### src/logic/init_seq_defs.vh
// timing and encoding constants for the gate drive init sequencer
`ifndef INIT_SEQ_DEFS_VH
`define INIT_SEQ_DEFS_VH
`define CLK_PERIOD_NS 100
`define SETTLE_TIME_NS 2000000
`define PERMIT_TO_LOW_NS 280
`define LOW_PULSE_FULL_NS 1000
`define LOW_PULSE_RECOVER_NS 100
`define HIGH_MARGIN_NS 100
`define DEAD_TIME_NS 0
`define CNT_W 24
`define CNT_LAST 1
`define PHASES 3
`define ALL_ON 3'h7
`define ALL_OFF 3'h0
`endif

### src/logic/gate_drive_init_sequencer.v
// host-side sequencer that brings a three phase gate predriver out of reset
`timescale 1ns/1ps
`default_nettype none
`include "init_seq_defs.vh"
// Function
// - low-side first rise 280 ns after permits, rounded up to 300 ns
// - reset, configure, clear, then raise permits
// - initial low pulse 1.0 us, 100 ns recovery
// - high-side on pulse dead time plus 100 ns
// - zero gap low pulse end to high pulse
// - permits may rise right after configuration
// - normal operation right after high-side off
// - wait 2.0 ms after reset release
// - toggle all phases together
module gate_drive_init_sequencer #(
  parameter SETTLE_NS = `SETTLE_TIME_NS,
  parameter DEAD_NS = `DEAD_TIME_NS
) (
  // clock and reset
  input wire mclk_in,
  input wire rst_in,
  // user control
  input wire start_in,
  input wire recovery_in,
  input wire config_done_in,
  input wire [2:0] user_low_in,
  input wire [2:0] user_high_n_in,
  output wire config_req_out,
  output wire ready_out,
  output wire busy_out,
  // device pins
  output reg device_reset_n_out,
  output reg drive_permit_a_pin_out,
  output reg drive_permit_b_pin_out,
  output reg [2:0] phase_low_cmd_out,
  output reg [2:0] phase_high_cmd_n_out
);
  // rounds up so no interval falls short of its minimum, at the cost of up to one cycle
  function integer cyc_min;
    input integer ns;
    begin
      cyc_min = (ns + `CLK_PERIOD_NS - 1) / `CLK_PERIOD_NS;
      if (cyc_min < 1)
        cyc_min = 1;
    end
  endfunction

  localparam integer SETTLE_CYC = cyc_min(SETTLE_NS);
  localparam integer PERMIT_CYC = cyc_min(`PERMIT_TO_LOW_NS);
  localparam integer LOW_FULL_CYC = cyc_min(`LOW_PULSE_FULL_NS);
  localparam integer LOW_REC_CYC = cyc_min(`LOW_PULSE_RECOVER_NS);
  localparam integer HIGH_CYC = cyc_min(DEAD_NS + `HIGH_MARGIN_NS);
  localparam integer CW = `CNT_W;

  // loads cut to the counter width on purpose; the width covers far more than the settle wait
  localparam [CW-1:0] SETTLE_LD = SETTLE_CYC[CW-1:0];
  localparam [CW-1:0] PERMIT_LD = PERMIT_CYC[CW-1:0];
  localparam [CW-1:0] LOW_FULL_LD = LOW_FULL_CYC[CW-1:0];
  localparam [CW-1:0] LOW_REC_LD = LOW_REC_CYC[CW-1:0];
  localparam [CW-1:0] HIGH_LD = HIGH_CYC[CW-1:0];

  // counts end at one, so a load of one lasts a single cycle
  function count_done;
    input [CW-1:0] cnt;
    begin
      count_done = (cnt <= `CNT_LAST);
    end
  endfunction

  localparam [7:0] S_IDLE = 8'h01;
  localparam [7:0] S_SETTLE = 8'h02;
  localparam [7:0] S_CONFIG = 8'h04;
  localparam [7:0] S_PERMIT = 8'h08;
  localparam [7:0] S_LOW = 8'h10;
  localparam [7:0] S_HIGH = 8'h20;
  localparam [7:0] S_RUN = 8'h40;
  localparam [7:0] S_PRE = 8'h80;

  reg [7:0] state_q;
  reg [CW-1:0] cnt_q;
  reg recov_q;

  // a recovery start only counts when the device is already out of reset
  wire warm_start;
  assign warm_start = recovery_in & device_reset_n_out;

  assign config_req_out = (state_q == S_CONFIG);
  assign ready_out = (state_q == S_RUN);
  assign busy_out = (state_q != S_IDLE) && (state_q != S_RUN);

  always @(posedge mclk_in)
  begin
    if (rst_in)
    begin
      state_q <= S_IDLE;
      cnt_q <= {CW{1'b0}};
      recov_q <= 1'b0;
      device_reset_n_out <= 1'b0;
      drive_permit_a_pin_out <= 1'b0;
      drive_permit_b_pin_out <= 1'b0;
      phase_low_cmd_out <= `ALL_OFF;
      phase_high_cmd_n_out <= `ALL_ON;
    end
    else
    begin
      case (state_q)
        S_IDLE:
        begin
          // permits stay low across reset release
          drive_permit_a_pin_out <= 1'b0;
          drive_permit_b_pin_out <= 1'b0;
          phase_low_cmd_out <= `ALL_OFF;
          phase_high_cmd_n_out <= `ALL_ON;
          if (start_in)
          begin
            recov_q <= warm_start;
            device_reset_n_out <= 1'b1;
            cnt_q <= SETTLE_LD;
            // a device that was just held in reset always gets the full settle wait
            state_q <= warm_start ? S_CONFIG : S_SETTLE;
          end
        end
        S_SETTLE:
        begin
          // settle counts from the edge that releases the device reset
          if (count_done(cnt_q))
            state_q <= S_CONFIG;
          cnt_q <= cnt_q - 1'b1;
        end
        S_CONFIG:
        begin
          // configuration and interrupt clear happen outside, over spi
          if (config_done_in)
          begin
            drive_permit_a_pin_out <= 1'b1;
            drive_permit_b_pin_out <= 1'b1;
            cnt_q <= PERMIT_LD;
            state_q <= S_PERMIT;
          end
        end
        S_PERMIT:
        begin
          if (count_done(cnt_q))
          begin
            // all phases together keeps the motor still
            phase_low_cmd_out <= `ALL_ON;
            cnt_q <= recov_q ? LOW_REC_LD : LOW_FULL_LD;
            state_q <= S_LOW;
          end
          else
            cnt_q <= cnt_q - 1'b1;
        end
        S_LOW:
        begin
          if (count_done(cnt_q))
          begin
            // high edge follows low toggle with no gap
            phase_low_cmd_out <= `ALL_OFF;
            phase_high_cmd_n_out <= `ALL_OFF;
            cnt_q <= HIGH_LD;
            state_q <= S_HIGH;
          end
          else
            cnt_q <= cnt_q - 1'b1;
        end
        S_HIGH:
        begin
          // dead time plus margin before the high side goes off again
          if (count_done(cnt_q))
          begin
            phase_high_cmd_n_out <= `ALL_ON;
            state_q <= S_RUN;
          end
          else
            cnt_q <= cnt_q - 1'b1;
        end
        S_RUN:
        begin
          // user commands pass straight through once initialised
          phase_low_cmd_out <= user_low_in;
          phase_high_cmd_n_out <= user_high_n_in;
          // a new start parks the phases at safe levels before reinitialising
          if (start_in)
          begin
            phase_low_cmd_out <= `ALL_OFF;
            phase_high_cmd_n_out <= `ALL_ON;
            state_q <= S_PRE;
          end
        end
        S_PRE:
        begin
          // one cycle that drops the permits, then back to idle to wait for the next start
          drive_permit_a_pin_out <= 1'b0;
          drive_permit_b_pin_out <= 1'b0;
          // recovery keeps the device out of reset, so the settle wait can be skipped
          device_reset_n_out <= recovery_in;
          state_q <= S_IDLE;
        end
        default:
        begin
          // an upset state parks the pins safe before starting over
          drive_permit_a_pin_out <= 1'b0;
          drive_permit_b_pin_out <= 1'b0;
          phase_low_cmd_out <= `ALL_OFF;
          phase_high_cmd_n_out <= `ALL_ON;
          state_q <= S_IDLE;
        end
      endcase
    end
  end
endmodule
`default_nettype wire

### config.mk
export PLATFORM = sky130hd
export DESIGN_NAME = gate_drive_init_sequencer
export DESIGN_NICKNAME = d
export VERILOG_FILES = /design/src/logic/gate_drive_init_sequencer.v
export VERILOG_INCLUDE_DIRS = /design/src /design/src/logic
export SDC_FILE = /design/constraint.sdc
export NUM_CORES = 1
export LEC_CHECK = 0
export BUFFER_PORTS_ARGS = -buffer_cell sky130_fd_sc_hd__buf_2
export CAP_MARGIN = 20
export CORE_ASPECT_RATIO = 0.75
export CORE_UTILIZATION = 60
export CTS_BUF_LIST = sky130_fd_sc_hd__clkbuf_4 sky130_fd_sc_hd__clkbuf_8
export DETAILED_ROUTE_END_ITERATION = 6
export PLACE_DENSITY = 0.91
export SLEW_MARGIN = 25
export SYNTH_ARGS = -nofsm -noshare
export SYNTH_HDL_FRONTEND = slang
export SYNTH_SLANG_ARGS = --single-unit
### constraint.sdc
create_clock -name mclk_in -period 3.61 [get_ports mclk_in]
set_input_delay 0.5415 -clock mclk_in [delete_from_list [all_inputs] [get_ports mclk_in]]
set_output_delay 0.5415 -clock mclk_in [all_outputs]
set_load 0.005 [all_outputs]
; ---- After elaboration in Yosys (flattened, before gate mapping)
; Index checks and enable logic that the tools add are counted.
[word_totals]
regBits = 41
latchBits = 0
ramBits = 0
mem_bits_ro = 0
input_bits = 11
out_inout_bits = 12
elab_cells = 70
memories = 0
[op_classes]
add_sub_neg = 1
n_mul = 0
div_mod_pow = 0
order_cmp = 1
eq_ne = 18
n_shift = 0
muxes = 26
bitwise = 4
n_reduce_logical = 13
[ops]
columns = operator, count
row1 = 24-bit case mux with 6 select lines, 1
row2 = 24-bit two-way mux, 5
row3 = 8-bit two-way mux, 7
row4 = 8-bit case mux with 7 select lines, 1
row5 = "24-bit by 1-bit less-or-equal comparator with 1-bit output, second input constant", 1
row6 = 3-bit case mux with 4 select lines, 2
row7 = "24-bit by 1-bit subtractor with 24-bit output, second input constant", 1
row8 = "2-bit != test, second input constant", 8
row9 = 3-bit two-way mux, 5
row10 = "8-bit by 1-bit == test with 1-bit output, second input constant", 1
row11 = "8-bit by 2-bit == test with 1-bit output, second input constant", 1
row12 = "8-bit by 3-bit == test with 1-bit output, second input constant", 1
row13 = "8-bit by 4-bit == test with 1-bit output, second input constant", 1
row14 = "8-bit by 5-bit == test with 1-bit output, second input constant", 1
row15 = "8-bit by 6-bit == test with 1-bit output, second input constant", 1
row16 = "8-bit by 7-bit == test with 1-bit output, second input constant", 1
row17 = "8-bit == test, second input constant", 1
row18 = "8-bit by 1-bit != test with 1-bit output, second input constant", 1
row19 = "8-bit by 7-bit != test with 1-bit output, second input constant", 1
row20 = 4-bit OR reduction, 2
row21 = 7-bit AND reduction, 1
row22 = 2-bit AND reduction, 3
row23 = 3-bit AND reduction, 2
row24 = 6-bit nonzero test, 1
row25 = other kinds (9), 13

; ---- Logic depth before layout (Yosys ltp)
[logic_depth]
ltp_word = 4
depth_mapped = 12
depth_no_buf = 9

; ---- Worst setup path before layout
; Ideal clock, no wire load.
[synth_timing]
path_kind = register to register
from = register cnt_q[10]
to = register cnt_q[20]
setup_ns = 0.128
arrival_time_ns = 2.492
required_time_ns = 3.482
slack_ns = 0.990
path_stages_with_launch = 13
path_buffers = 5
synth_period_minus_slack_ns = 2.620
cell_sequence = dfxtp_1 buf_6 or4_4 buf_6 or3_1 buf_6 nor4_4 a211oi_2 nor2b_1 buf_2 buf_6 a22oi_1 nor2_1
[synth_between]
elab_chain_cells = 3
word_cells_on_any_way = 8
cone_classes = add/sub: 1 / order compare: 1 / eq/ne: 1 / mux: 4 / reduce/logical: 1
[synth_rtl]
columns = element, line
row1 = start: declaration, gate_drive_init_sequencer.v:80  ; reg [CW-1:0] cnt_q;
row2 = start signal: assignment, gate_drive_init_sequencer.v:96  ; cnt_q <= {CW{1'b0}};
row3 = start signal: assignment, gate_drive_init_sequencer.v:128  ; cnt_q <= cnt_q - 1'b1;
row4 = start signal: assignment, gate_drive_init_sequencer.v:147  ; cnt_q <= recov_q ? LOW_REC_LD : LOW_FULL_LD;
row5 = 24-bit by 1-bit subtractor with 24-bit output or 24-bit by 1-bit less-or-equal comparator with 1-bit output (tied branches), -
row6 = "24-bit two-way mux, or another cell as far along", gate_drive_init_sequencer.v:169  ; if (count_done(cnt_q))
row7 = 24-bit case mux with 6 select lines or 4-bit AND reduction (tied branches), -
; Parallel ways exist; a longest one is shown, timed or not. The select of a mux whose other input is x is not followed.
; A chain may end at the register's enable or synchronous reset.

; ---- Final worst setup path
[layout_timing]
from = register cnt_q[10]
to = register state_q[1]
[layout_between]
elab_chain_cells = 3
word_cells_on_any_way = 6
cone_classes = order compare: 1 / eq/ne: 4 / reduce/logical: 1
[layout_rtl]
columns = element, line
row1 = 24-bit by 1-bit less-or-equal comparator with 1-bit output (no line) *, -
row2 = 2-bit != test (no line), -
row3 = 7-bit AND reduction (no line) *, -
row4 = end signal: assignment, gate_drive_init_sequencer.v:120  ; state_q <= warm_start ? S_CONFIG : S_SETTLE;
row5 = end: declaration, gate_drive_init_sequencer.v:79  ; reg [7:0] state_q;
; Mark *: on every way between the ends. The rest lies on a longest branch, timed or not.

==> results.ini <==
[pwr]
intPower_w = 0.00109
p_per_area_nw_per_um2 = 741
leakagePower_nw = 1.06
switching_share_pct = 45.6
seqPwrFrac_pct = 29.4
pwr-share-comb_pct = 55.0
pwr-share-clk_pct = 15.6
switchingPower_w = 0.000914
max-vdd-ir-drop_uv = 379

[final_layout]
nets = 358
layout-drive-gt1-share_pct = 13.0
final_common_cell = nor2_1
n_antenna_cell = 0
final_cell_area_um2 = 2710
fillCellCount = 359
synthToLayoutAreaGrowth_pct = 6.18
multi_input_area_um2 = 1550
seqCellArea_um2 = 821
most-common-layout-cells = 46 x nor2_1, 41 x dfxtp_1, 30 x o21ai_0, 23 x nor3_1

[logic_synthesis]
syn_nets = 355
ys_warn_count = 0
syn_area_um2 = 2550
synth-edff-count = 0
syn_inst = 342
ys_ff_latch = 41
yosysSeqAreaShare_pct = 32.2
async_flop_share_pct = 0
yosysUniqueCellTypes = 49
synth-main-ff-cell = dfxtp_1
avgSynthCellArea_um2 = 7.46

[cts]
ctsResizeCount = 0
clk_pin_slew_worst_paths_ns = 0.08
cts_tree = done
htree_levels = 2
cts_setup_buffers = 0
clk_path_buf_depth = 2
cts-root-buf = clkbuf_8
postCtsHoldBufs = 0
cts_sinks = 41
cts_buffers = 5
clk_latency_ns = 0.29

[die]
die_area_um2 = 4520
die_w_um = 77.3
fp.dieH_um = 58.5
rows = 20
io_pins = 23
start_util_pct = 62.9
core_area_um2 = 4050

[drt]
routedWlPerCell_um = 16.2
drtPass1Iterations = 5
drc = 0
ant_nets = 0
drt-vias-per-instance = 6.63
vias = 2653
routed_wirelength_um = 6460
drt_iter0_markers = 258

[timing]
period_share_pct = 81.0
slew_headroom_pct = 46.6
worst-slew-pin-transition_ns = 0.794
rsz0062_at_grt = false
period_needed_ns = 2.92
tns_ns = 0
fmaxAchievable_ghz = 0.342
hold_violations = 0
setup_violations = 0
clock_skew_ns = 0.00458
drv_slew = 0

[grt]
grt_max_degree = 39
grt.overflow.total = 0
antenna_found_initial = 0
grt_use_total_pct = 30.2
grt_pass1_vias = 2216
grt_pass1_wl_um = 10700

[placement]
io_buffers = 22
gp_congestion = 0.901
dp_hpwl_um = 4570
placed_cell_area_um2 = 2620

[critical_path]
cp_max_fo = 8
worstPathArrival_ns = 3.08
required_ns = 3.77
start_kind = register
end_kind = register
critical_path_class = register to register

[status]
status = complete, no violations

[run]
cap_violations = 0

[worst_hold_path]
hp-class = register to register

sequential cells by signal, summed over array words and instances, names as in the netlist:
name and flops:
cnt_q 24, state_q 8, phase_high_cmd_n_out 3, phase_low_cmd_out 3, device_reset_n_out 1, drive_permit_b_pin_out 1, recov_q 1
cells by family after synthesis:
kind of cell,after synthesis,synth area share (%)
compound gates,89,21.7
xor+xnor,5,1.72
fa+ha+maj,2,0.981
buf+inv,39,7.26
flops,41,32.2
mux,3,1.18
simple gates,163,35.0
power by group through the flow:
stage | registers [W] | logic (W) | clock network, W
finish | 0.000590 | 0.00110 | 0.000314
CTS | 0.000586 | 0.00107 | 0.000314
global placement | 0.000592 | 0.00104 | 0
detailed placement | 0.000596 | 0.00107 | 0
floorplan | 0.000559 | 0.000900 | 0
global route | 0.000598 | 0.00122 | 0.000335
worst paths after layout:
| path | end | slack, ns | cells after the start | startpoint |
|---|---|---|---|---|
| min | cnt_q[14] | 0.48 | 2 | cnt_q[14] |
| min reg2reg | cnt_q[14] | 0.48 | 2 | cnt_q[14] |
| max reg2reg | state_q[1] | 0.69 | 7 | cnt_q[10] |
| max | state_q[1] | 0.69 | 7 | cnt_q[10] |
worst max-delay path, cell delays in order (launching register included):
cell and delay (ns):
dfxtp_1 0.38, or4_4 0.59, or3_1 0.47, nor4_4 0.33
nor4bb_1 0.15, nor4_4 0.54, mux2i_1 0.26, nor2_1 0.05
layer usage:
| layer | global-route usage (%) | wire length [um] |
|---|---|---|
| met1 | 45.5 | 3110 |
| met2 | 42.0 | 2580 |
| met5 | 0 | 0 |
| met4 | 6.47 | 68 |
| met3 | 9.30 | 700 |
per-stage QoR:
| step | hold WS (ns) | total power [W] | std cells | util [%] | setup WS [ns] |
|---|---|---|---|---|---|
| 5_1_grt | 0.499 | 0.00215 | 400 | 66.8 | 0.476 |
| 3_3_place_gp | 0.445 | 0.00163 | 393 | 64.5 | 0.646 |
| 2_1_floorplan | 0.436 | 0.00146 | 342 | - | 0.990 |
| 6_report | 0.478 | 0.00201 | 400 | 66.8 | 0.685 |
| 4_1_cts | 0.480 | 0.00197 | 400 | 66.7 | 0.455 |
| 3_5_place_dp | 0.467 | 0.00166 | 393 | 64.5 | 0.467 |
cells in the mapped netlist (3+ instances only):
cell / instances / area, um^2
nor2_1: 46 / 173
dfxtp_1: 41 / 821
o21ai_0: 30 / 150
nor3_1: 23 / 115
a21oi_1: 22 / 110
clkbuf_1: 22 / 82.6
nand2_1: 19 / 71.3
nor4_1: 12 / 75.1
a22oi_1: 10 / 75.1
nand3_1: 10 / 50.1
inv_1: 7 / 26.3
nor2b_1: 7 / 43.8
or3_1: 6 / 37.5
and3_1: 5 / 31.3
nand2b_1: 5 / 31.3
a211oi_1: 4 / 30.0
buf_2: 4 / 20.0
buf_6: 4 / 45.0
nor4b_1: 4 / 35.0
o211ai_1: 4 / 30.0
or4_1: 4 / 30.0
a32o_1: 3 / 30.0
a32oi_1: 3 / 26.3
mux2i_1: 3 / 30.0
nand3b_1: 3 / 22.5
nand4_1: 3 / 18.8
nor3b_1: 3 / 22.5
o21ai_1: 3 / 15.0
or2_2: 3 / 18.8
xnor2_1: 3 / 26.3
area by class of cell:
| class | count | area share, % |
|---|---|---|
| tap | 55 | 2.54 |
| inverter | 7 | 0.970 |
| sequential | 41 | 30.3 |
| clock buffer | 7 | 3.33 |
| timing repair buffer | 28 | 5.73 |
| multi-input combinational | 262 | 57.1 |
Power figures use the tool's default switching activity.
